## src/core/iog_pkg.sv

```systemverilog
// Package of constants for the interrupt output gate
package iog_pkg;
	localparam logic [7:0] OFS_IDENT = 8'h50;
	localparam logic [7:0] OFS_CFG = 8'h54;
	localparam int POS_INTERVAL = 24;
	localparam int POS_RESTART = 14;
	localparam int POS_ACTIVE = 13;
	localparam int POS_MASTER = 12;
	localparam int POS_ENABLE = 8;
	localparam int POS_POLARITY = 4;
	localparam int POS_TYPE = 0;
	localparam logic [7:0] RST_INTERVAL = 8'h00;
	localparam logic RST_ENABLE = 1'b0;
	localparam logic RST_POLARITY = 1'b0;
	localparam logic RST_TYPE = 1'b0;
	localparam int CLK_PERIOD_NS = 4;
	localparam int HOLDOFF_STEP_NS = 10000;
	// Least time, so round up to whole cycles
	localparam int TICK_CYC = (HOLDOFF_STEP_NS + CLK_PERIOD_NS - 1) / CLK_PERIOD_NS;
	localparam logic [11:0] TICK_LAST = 12'(TICK_CYC - 1);
	typedef enum logic [1:0] {HO_IDLE, HO_DELIVER, HO_HOLD} iog_state_t;
endpackage

```

## src/core/iog_ctl_if.sv

```systemverilog
// Interface between the register front end and the hold-off timer
`timescale 1ns/1ns
interface iog_ctl_if;
	logic enable;
	logic line;
	logic [7:0] interval;
	logic restart;
	logic zero_wr;
	logic soft_rst;
	logic active;
	logic deliver;
	logic [7:0] count;
	modport tmr (input enable, line, interval, restart, zero_wr, soft_rst,
		output active, deliver, count);
	modport top (output enable, line, interval, restart, zero_wr, soft_rst,
		input active, deliver, count);
endinterface

```

## src/core/iog_top.sv

```systemverilog
// Interrupt output gate: configuration, identity register and pin driver
`timescale 1ns/1ns
module iog_top #(
	parameter logic [15:0] DESIGN_ID = 16'h0a5c, // Arbitrary value
	parameter logic [15:0] DESIGN_REV = 16'h0001 // Arbitrary value
) (
	input wire logic CLK,
	input wire logic SYS_RST,
	input wire logic SOFT_RST,
	input wire logic [7:0] ADDR,
	input wire logic WR_EN,
	input wire logic RD_EN,
	input wire logic [31:0] WDATA,
	output logic [31:0] RDATA,
	input wire logic IRQ_LINE,
	input wire logic POWER_EVENT,
	output logic IRQ_O,
	output logic IRQ_OE
);
	iog_ctl_if ctl ();
	logic [7:0] interval_r;
	logic enable_r, polarity_r, type_r;
	logic [31:0] rdata_r;
	logic irq_o_r, irq_oe_r;

	iog_holdoff u_holdoff (
		.clk(CLK),
		.rst(SYS_RST),
		.ctl(ctl)
	);

	// Address decode and write fields; reserved bits ignored on write
	wire sel_cfg = (ADDR == iog_pkg::OFS_CFG);
	wire sel_id = (ADDR == iog_pkg::OFS_IDENT);
	wire wr_cfg = WR_EN & sel_cfg;
	wire [7:0] wr_interval = WDATA[iog_pkg::POS_INTERVAL +: 8];
	wire line_any = IRQ_LINE | POWER_EVENT;

	assign ctl.enable = enable_r;
	assign ctl.line = IRQ_LINE;
	assign ctl.interval = interval_r;
	assign ctl.restart = wr_cfg & WDATA[iog_pkg::POS_RESTART] & ~SOFT_RST;
	assign ctl.zero_wr = wr_cfg & (wr_interval == 8'h00);
	assign ctl.soft_rst = SOFT_RST;

	// Software reset clears enable and interval here, and the hold-off timer through ctl.soft_rst
	always_ff @(posedge CLK or posedge SYS_RST) begin
		if (SYS_RST) begin
			interval_r <= iog_pkg::RST_INTERVAL;
			enable_r <= iog_pkg::RST_ENABLE;
		end else if (SOFT_RST) begin
			interval_r <= iog_pkg::RST_INTERVAL;
			enable_r <= iog_pkg::RST_ENABLE;
		end else if (wr_cfg) begin
			interval_r <= wr_interval;
			enable_r <= WDATA[iog_pkg::POS_ENABLE];
		end
	end

	// Pin shape bits are kept through software reset
	always_ff @(posedge CLK or posedge SYS_RST) begin
		if (SYS_RST) begin
			polarity_r <= iog_pkg::RST_POLARITY;
			type_r <= iog_pkg::RST_TYPE;
		end else if (wr_cfg) begin
			polarity_r <= WDATA[iog_pkg::POS_POLARITY];
			type_r <= WDATA[iog_pkg::POS_TYPE];
		end
	end

	// Read mux; restart reads zero, reserved and unmapped read zero
	wire [31:0] cfg_word = {interval_r, 9'h000, 1'b0, ctl.active, line_any, 3'h0,
		enable_r, 3'h0, polarity_r, 3'h0, type_r};
	wire [31:0] id_word = {DESIGN_ID, DESIGN_REV};
	wire [31:0] rd_mux = sel_cfg ? cfg_word : (sel_id ? id_word : 32'h0000_0000);

	always_ff @(posedge CLK or posedge SYS_RST) begin
		if (SYS_RST) begin
			rdata_r <= 32'h0000_0000;
		end else if (RD_EN) begin
			rdata_r <= rd_mux;
		end
	end
	assign RDATA = rdata_r;

	// Power event goes straight to the pin, never held off
	wire pin_act = enable_r & (ctl.deliver | POWER_EVENT);
	// Open-drain only pulls low; push-pull drives both levels
	wire pin_o = type_r ? (polarity_r ? pin_act : ~pin_act) : 1'b0;
	wire pin_oe = type_r | pin_act;

	always_ff @(posedge CLK or posedge SYS_RST) begin
		if (SYS_RST) begin
			irq_o_r <= 1'b0;
			irq_oe_r <= 1'b0;
		end else begin
			irq_o_r <= pin_o;
			irq_oe_r <= pin_oe;
		end
	end
	assign IRQ_O = irq_o_r;
	assign IRQ_OE = irq_oe_r;

	// Checks on the front end and pin
	AST_ENABLE_OFF: assert property (@(posedge CLK) disable iff (SYS_RST)
		(!enable_r && !type_r) |=> !IRQ_OE)
		else $error("pin driven while output disabled");
	AST_POWER_BYPASS: assert property (@(posedge CLK) disable iff (SYS_RST)
		(enable_r && POWER_EVENT && ctl.active) |=> IRQ_OE && (IRQ_O == (type_r & polarity_r)))
		else $error("power event held off");
	AST_OPEN_DRAIN_LOW: assert property (@(posedge CLK) disable iff (SYS_RST)
		!$past(type_r) |-> !IRQ_O)
		else $error("open-drain pin driven high");
	AST_PUSH_PULL: assert property (@(posedge CLK) disable iff (SYS_RST)
		type_r |=> IRQ_OE)
		else $error("push-pull pin not driven");
	AST_IDENT: assert property (@(posedge CLK) disable iff (SYS_RST)
		(RD_EN && sel_id) |=> RDATA == {DESIGN_ID, DESIGN_REV})
		else $error("identity read wrong");
	AST_MASTER: assert property (@(posedge CLK) disable iff (SYS_RST)
		(RD_EN && sel_cfg) |=> RDATA[iog_pkg::POS_MASTER] == $past(line_any))
		else $error("master bit does not follow line");
	AST_SOFT_KEEP: assert property (@(posedge CLK) disable iff (SYS_RST)
		(SOFT_RST && !wr_cfg) |=> $stable(polarity_r) && $stable(type_r) && !enable_r)
		else $error("soft reset touched pin shape");
	AST_COUNT_LIVE: assert property (@(posedge CLK) disable iff (SYS_RST)
		ctl.active |-> ctl.count != 8'h00)
		else $error("hold-off running with empty count");
	COV_DELIVER: cover property (@(posedge CLK) disable iff (SYS_RST)
		pin_act && !POWER_EVENT ##1 IRQ_OE);
	COV_PP_HIGH: cover property (@(posedge CLK) disable iff (SYS_RST)
		type_r && polarity_r && IRQ_O);
endmodule // iog_top

```

## src/core/iog_holdoff.sv

```systemverilog
// Hold-off timer that paces delivery of IRQ_LINE only; the power event does not pass through it
`timescale 1ns/1ns
module iog_holdoff (
	input wire logic clk,
	input wire logic rst,
	iog_ctl_if.tmr ctl
);
	iog_pkg::iog_state_t state_r, state_nxt;
	logic [7:0] cnt_r, cnt_nxt;
	logic [11:0] pre_r, pre_nxt;
	wire tick = (pre_r == iog_pkg::TICK_LAST);
	wire req = ctl.enable & ctl.line;
	wire nonzero = (ctl.interval != 8'h00);
	wire last = tick & (cnt_r <= 8'h01);

	// Next state; restart and zero write override the normal flow
	always_comb begin
		state_nxt = state_r;
		cnt_nxt = cnt_r;
		case (state_r)
			iog_pkg::HO_IDLE: begin
				if (req) begin
					state_nxt = iog_pkg::HO_DELIVER;
				end
			end
			iog_pkg::HO_DELIVER: begin
				if (!req) begin
					// Interval length taken now, so a new value counts from here
					state_nxt = nonzero ? iog_pkg::HO_HOLD : iog_pkg::HO_IDLE;
					cnt_nxt = ctl.interval;
				end
			end
			iog_pkg::HO_HOLD: begin
				if (last) begin
					state_nxt = iog_pkg::HO_IDLE;
					cnt_nxt = 8'h00;
				end else if (tick) begin
					cnt_nxt = cnt_r - 8'h01;
				end
			end
			default: begin
				state_nxt = iog_pkg::HO_IDLE;
				cnt_nxt = 8'h00;
			end
		endcase
		if (ctl.restart) begin
			state_nxt = nonzero ? iog_pkg::HO_HOLD : iog_pkg::HO_IDLE;
			cnt_nxt = nonzero ? ctl.interval : 8'h00;
		end
		if (ctl.zero_wr && state_nxt == iog_pkg::HO_HOLD) begin
			state_nxt = iog_pkg::HO_IDLE;
			cnt_nxt = 8'h00;
		end
		if (ctl.soft_rst) begin
			state_nxt = iog_pkg::HO_IDLE;
			cnt_nxt = 8'h00;
		end
	end

	// Prescaler restarts with each fresh interval so every step is a full 10 us
	assign pre_nxt = (state_nxt != iog_pkg::HO_HOLD || state_r != iog_pkg::HO_HOLD ||
		ctl.restart || tick) ? 12'h000 : pre_r + 12'h001;

	always_ff @(posedge clk or posedge rst) begin
		if (rst) begin
			state_r <= iog_pkg::HO_IDLE;
			cnt_r <= 8'h00;
			pre_r <= 12'h000;
		end else begin
			state_r <= state_nxt;
			cnt_r <= cnt_nxt;
			pre_r <= pre_nxt;
		end
	end

	assign ctl.active = (state_r == iog_pkg::HO_HOLD);
	assign ctl.deliver = (state_r == iog_pkg::HO_DELIVER) & req;
	assign ctl.count = cnt_r;

	// Checks on the timer
	AST_HOLD_AFTER_DELIVER: assert property (@(posedge clk) disable iff (rst)
		(state_r == iog_pkg::HO_DELIVER && !req && nonzero && !ctl.restart &&
		!ctl.zero_wr && !ctl.soft_rst) |=> ctl.active && cnt_r == $past(ctl.interval))
		else $error("interval did not start after delivery");
	AST_ZERO_STOPS: assert property (@(posedge clk) disable iff (rst)
		ctl.zero_wr |=> !ctl.active)
		else $error("zero interval left hold-off running");
	AST_RESTART: assert property (@(posedge clk) disable iff (rst)
		(ctl.restart && nonzero && !ctl.zero_wr && !ctl.soft_rst) |=> ctl.active &&
		pre_r == 12'h000 &&
		cnt_r == $past(ctl.interval))
		else $error("restart did not reload interval");
	AST_WITHHELD: assert property (@(posedge clk) disable iff (rst)
		ctl.active |=> !ctl.deliver)
		else $error("delivery straight out of hold-off");

	// Helper for the step check: cycles since the count last moved
	// A restart that reloads the same count still opens a fresh step, so it clears too
	logic [11:0] step_cyc_r;
	logic [7:0] cnt_seen_r;
	always_ff @(posedge clk or posedge rst) begin
		if (rst) begin
			step_cyc_r <= 12'h000;
			cnt_seen_r <= 8'h00;
		end else begin
			cnt_seen_r <= cnt_r;
			step_cyc_r <= (!ctl.active || ctl.restart || cnt_r != cnt_seen_r) ? 12'h000 :
				step_cyc_r + 12'h001;
		end
	end
	AST_STEP: assert property (@(posedge clk) disable iff (rst)
		step_cyc_r <= iog_pkg::TICK_LAST + 12'h001)
		else $error("step longer than ten microseconds");
	COV_HOLD_END: cover property (@(posedge clk) disable iff (rst)
		ctl.active ##1 !ctl.active);
	COV_RESTART_RUNNING: cover property (@(posedge clk) disable iff (rst)
		ctl.active && ctl.restart);
endmodule // iog_holdoff

```

## config.mk

```make
export PLATFORM = sky130hd
export DESIGN_NAME = iog_top
export DESIGN_NICKNAME = d
export VERILOG_FILES = /design/src/core/iog_pkg.sv /design/src/core/iog_ctl_if.sv /design/src/core/iog_top.sv /design/src/core/iog_holdoff.sv
export SDC_FILE = /design/constraint.sdc
export NUM_CORES = 1
export LEC_CHECK = 0
export BUFFER_PORTS_ARGS = -buffer_cell sky130_fd_sc_hd__buf_4
export CAP_MARGIN = 20
export CORE_MARGIN = 2
export CORE_UTILIZATION = 52
export CTS_CLUSTER_DIAMETER = 40
export DETAILED_ROUTE_END_ITERATION = 8
export HOLD_SLACK_MARGIN = 0.02
export PLACE_DENSITY = 0.82
export REMOVE_ABC_BUFFERS = 1
export SLEW_MARGIN = 20
export SYNTH_ARGS = -nofsm -noshare
export SYNTH_HDL_FRONTEND = slang
export SYNTH_SLANG_ARGS = --single-unit
```

## constraint.sdc

```tcl
create_clock -name CLK -period 3.25 [get_ports CLK]
set_input_delay 0.8125 -clock CLK [delete_from_list [all_inputs] [get_ports CLK]]
set_output_delay 0.8125 -clock CLK [all_outputs]
set_load 0.05 [all_outputs]
```

Yosys cells after proc, flatten, opt, wreduce, memory -nomap -nowiden --
Index checks and enable logic that the tools add are counted. Widths: inputs -> output; s select.
Storage, ports and cells: memory bits (read-only) 0, latch bits 0, input bits 47, memories 0, flip-flop bits (word level) 67, memory bits (writable) 0, output and inout bits 34, logic and storage cells 71
Operators by class: equality and inequality tests 11, shift operators 0, reduce and logical (&&, ||, !) cells 9, bitwise gates (word level) 13, divide/modulo/power cells 0, $mul 0, $lt $le $gt $ge 1, muxes and demuxes 25, add/sub/neg operators 2
Operators by type and width (number):
- $mux 8 | 9
- $mux 32 | 1
- $mux 28 | 1
- $pmux 8 s3 | 1
- $eq 8x7->1 const B | 2
- $mux 2 | 7
- $add 12x1->12 const B | 1
- $eq 12x12->1 const B | 1
- $mux 12 | 1
- $and 1x1->1 | 8
- $le 8x1->1 const B | 1
- $logic_not 8->1 | 1
- $reduce_bool 8->1 | 1
- $sub 8x1->8 const B | 1
- $ne 6x2->1 const B | 1
- $pmux 2 s3 | 1
- $ne 5x4->1 const B | 1
- $eq 2x2->1 const B | 2
- $mux 1 | 4
- $ne 2x2->1 const B | 2
- $ne 4x2->1 const B | 1
- $logic_or 1x1->1 | 3
- $or 1x1->1 | 3
- $reduce_and 3->1 | 1
- other kinds (5) | 6

Longest topological paths before layout --
depth in word-level cells 14, gate-level depth with buffers 10, gate-level depth less buffers 8

By module --
From an unflattened synthesis, not the netlist that was laid out.
Second synthesis, totals: cell total of the unflattened synthesis 326, area total of the unflattened synthesis 3057.9 sq um
Modules (own cells, without submodules):
- iog_holdoff | area an instance 1637.8 sq um, cells an instance 184, seq. area each 550.5 sq um, instances 1
- iog_top | area an instance 1420.1 sq um, cells an instance 142, seq. area each 675.6 sq um, instances 1

Worst setup path after synthesis --
Ideal clock, no wire load.
kind flip-flop to flip-flop, start reg u_holdoff.pre_r[2], end reg u_holdoff.pre_r[9], setup time 0.071 ns, period minus slack after synthesis 2.764 ns, path buffers 1, arrival time 2.692 ns, required time 3.179 ns, stages on the path, launching flop included 8, setup slack 0.486 ns, path through dfrtp_1 -> or4b_4 -> or3_1 -> or4_4 -> and2_4 -> or4_4 -> buf_6 -> nor2_1
Between the ends: longest elaborated chain between the ends 14, elaborated cells on any way between the ends 15, classes of those cells 1 x add/sub; 3 x eq/ne; 6 x mux; 1 x bitwise; 4 x reduce/logical
RTL lines:
- start: declaration | RTL line iog_holdoff.sv:10 | logic [11:0] pre_r, pre_nxt;
- start signal: assignment | RTL line iog_holdoff.sv:72 | pre_r <= pre_nxt;
- $eq 12x12->1 | RTL line iog_holdoff.sv:11 | wire tick = (pre_r == iog_pkg::TICK_LAST);
- $and 1x1->1 | RTL line iog_holdoff.sv:14 | wire last = tick & (cnt_r <= 8'h01);
- $mux 2 | RTL line iog_holdoff.sv:34 | if (last) begin
- $pmux 2 s3 | RTL line iog_holdoff.sv:20 | case (state_r)
- $mux 2 | RTL line iog_holdoff.sv:46 | if (ctl.restart) begin
- $eq 2x2->1 | RTL line iog_holdoff.sv:50 | if (ctl.zero_wr && state_nxt == iog_pkg::HO_HOLD) begin
- $logic_and 1x1->1 | RTL line iog_holdoff.sv:50
- $mux 2 | RTL line iog_holdoff.sv:50
- $mux 2 | RTL line iog_holdoff.sv:54 | if (ctl.soft_rst) begin
- $ne 2x2->1 | RTL line iog_holdoff.sv:61 | assign pre_nxt = (state_nxt != iog_pkg::HO_HOLD || state_r != iog_pkg::HO_HOLD ||
- $logic_or 1x1->1 (2 in series) | RTL line iog_holdoff.sv:61
- $logic_or 1x1->1 | RTL line iog_holdoff.sv:62 | ctl.restart || tick) ? 12'h000 : pre_r + 12'h001;
- $mux 12 (*) | RTL line iog_holdoff.sv:62
- via u_holdoff.pre_nxt[9] | RTL line iog_holdoff.sv:10
Mark *: on every way through the listed nets, which the timed path passes. The rest lies on a longest branch. A chain may end at the register's enable or synchronous reset.

Worst setup path after layout --
start reg u_holdoff.pre_r[2], end reg u_holdoff.cnt_r[2] (netlist: u_holdoff.ctl.count[2])
Between the ends: longest elaborated chain between the ends 9, elaborated cells on any way between the ends 16, classes of those cells 5 x eq/ne; 8 x mux; 1 x bitwise; 2 x reduce/logical
RTL lines:
- $eq 12x12->1 (*) | RTL line iog_holdoff.sv:11
- $and 1x1->1 | RTL line iog_holdoff.sv:14
- $mux 2 | RTL line iog_holdoff.sv:34
- $pmux 2 s3 | RTL line iog_holdoff.sv:20
- $mux 2 | RTL line iog_holdoff.sv:46
- $eq 2x2->1 | RTL line iog_holdoff.sv:50
- $logic_and 1x1->1 | RTL line iog_holdoff.sv:50
- $ne 6x2->1 (no line) (tied with other cells)
- $reduce_and 3->1 (no line) or $mux 8 (tied branches)
- end signal: assignment | RTL line iog_holdoff.sv:71 | cnt_r <= cnt_nxt;
- end: declaration | RTL line iog_holdoff.sv:9 | logic [7:0] cnt_r, cnt_nxt;
Mark *: on every way between the ends. The rest lies on a longest branch, timed or not.

==> results.txt <==
Outcome = finished clean
H-tree lvl count = 2
Gpl congestion = 0.884
Setup TNS = 0 ns
Critical path cell sequence = or4b_4, or3_1, or4_4, and2_4, o41ai_4, nor4_1
Initial Util = 54.4%
CTS resizes = 0
Area leader, netlist = dfrtp_1
GRT overflow = 0
Die ar. = 0.00598 mm2
Relative slew slack = 44.1%
Setup crit end kind = register
Pwr/cell area = 357 mW/mm2
Routed Wire Length = 6060 um
Final min period = 2.88 ns
Diode count = 0
# rows = 26
Tcrit/Tclk final = 88.6%
Worst EP arrival = 3.04 ns
Worst VDD drop = 346 uV
Post-Place Cells = 407
I/O pin count = 81
Clk sink count = 49
Via count = 2320
Worst path max stage delay = 0.57 ns
Port buffer count = 45
Drt via density = 5.59
Sequential cell area fraction in the yosys report = 43.8%
Total core area = 0.00514 mm2
Initial drt markers = 219
Maxcap violations = 0
Gr usage total = 21.2%
Element type at the critical path start = register
Worst min path class = register to register
Worst Setup Path Type = register to register
Lkg Pwr = 0.00156 uW
Wire per inst = 14.6 um
Async SR Flop Fraction = 100%
HPWL after DPL = 4390 um
Achievable Freq = 347 MHz
Post-CTS Hold Buffers = 0
CP max FO = 8
Postcts setup bufs = 0
Synth Flop Type = dfrtp_1
First-pass GRT wire length = 10100 um
Synth top cells by count = 49 x dfrtp_1, 34 x nor2_1, 28 x nand2_1
Largest net degree at the start of global routing = 50
First drt pass iteration count = 5
Clock transition at the registers of the reported paths = 0.09 ns
Final Hold Vio Count = 0
Clk_skew = 0.0103 ns
EDFF count, synth = 0
Fin. max-slew vios = 0
# DRC = 0
Initial antenna violation count = 0
Non-Filler Instances = 415
Post-DRT Antenna Nets = 0
Synth warnings = 0
Worst EP required = 3.41 ns
Layout Nets = 398
Clk_lat worst skew = 0.31 ns
Number of global-route vias before repair = 2169
Count leader, synth = dfrtp_1
Share of cells above drive strength 1 = 20.9%
Setup violators final = 0
Clk buf depth = 2
Post-synthesis cell type count = 51
Worst-Margin Slew = 0.837 ns
RSZ-0062 raised after global routing = no
Seq cells post-synth = 49
Mean post-synth cell area = 9.32 um2
Syn Inst Count = 300
Area growth from synthesis to layout = 16.1%
Post-synth top area share = 43.8%
Area contributors post-synth = dfrtp_1 44%, buf_4 4.8%, nor2_1 4.6%
DIE WIDTH = 77.3 um
CTS tree = yes
TritonCTS buffer count = 5
CTS Root Cell = clkbuf_8
Die Y = 77.3 um
Mapped Area = 0.00280 mm2
Slowest stage cell, crit path = or4b_4
layout make-up:
class / instances / area, um2
Clock inverter: 3 / 43.8
Timing Repair Buffer: 49 / 368
Multi-Input combinational cell: 215 / 1360
Sequential cell: 49 / 1230
Inverter: 24 / 91.3
Clock buffer: 5 / 68.8
Tap cell: 70 / 87.6
Fill cell: 409 / 1890
final timing paths:
path | from | depth (start not counted) | slack, ns | endpoint
worst max register to register | u_holdoff.pre_r[2] | 6 | 0.37 | u_holdoff.ctl.count[2]
worst min register to register | u_holdoff.pre_r[0] | 1 | 0.49 | u_holdoff.pre_r[0]
max in group asynchronous | SYS_RST | 2 | 2.09 | u_holdoff.ctl.count[2]
worst max-delay path | u_holdoff.pre_r[2] | 6 | 0.37 | u_holdoff.ctl.count[2]
worst min-delay path | u_holdoff.pre_r[0] | 1 | 0.49 | u_holdoff.pre_r[0]
min in group asynchronous | SYS_RST | 2 | 0.64 | RDATA[13]
cells by family after synthesis:
family          synth area share [%]
xor+xnor                        5.32
other cells                    0.134
mux                             4.79
buf+inv                         9.40
fa+ha+maj                       3.13
flops                           43.8
simple gates                    20.9
compound gates                  12.4
layout by cell type (no fill, tap or decap), types with 5 or more instances in the layout:
master,instances
buf_4,49
clkbuf_8,5
conb_1,15
dfrtp_1,49
ha_1,7
inv_1,23
mux2i_1,10
nand2_1,28
nand3_1,11
nor2_1,34
nor3_1,6
nor4_1,6
o21ai_0,19
or3_1,6
xnor2_1,8
xor2_1,9
critical path: cells and delay by family (launching register included):
kind	cells	cell delay (ns)
simple gates	5	1.71
flops	1	0.46
compound gates	1	0.56
through the flow:
step | hold slack, ns | power (uW) | instance area [um2] | util [%] | worst slack, ns
5_1_grt | 0.504 | 1200 | 3250 | 63.1 | 0.187
2_1_floorplan | 0.453 | 690 | 2680 | - | 0.552
6_report | 0.488 | 1160 | 3250 | 63.1 | 0.371
3_5_place_dp | 0.481 | 733 | 3130 | 60.9 | 0.376
3_3_place_gp | 0.475 | 731 | 3130 | 60.9 | 0.425
4_1_cts | 0.494 | 1170 | 3240 | 63.1 | 0.366
state kept, by name, indices dropped and copies added, names as in the netlist:
register,flops
polarity_r,1
u_holdoff.pre_r,12
ctl.interval,8
IRQ_O,1
IRQ_OE,1
u_holdoff.ctl.count,8
type_r,1
ctl.enable,1
RDATA,14
u_holdoff.state_r,2
power by group:
| part | internal [uW] | switching, uW |
|---|---|---|
| combinational | 29.9 | 76.7 |
| sequential | 612 | 1.76 |
| clock | 231 | 208 |
| total | 873 | 287 |
per-layer routing:
layer	wire length (um)	vias up	global-route usage, %	part of all wire, %
met3	362	16	4.88	6.0
met4	132	0	6.79	2.2
met2	3000	97	35.1	49
met5	0	-	0	0
li1	-	1098	-	-
met1	2570	1109	27.5	42
(Power assumes the default switching activity.)
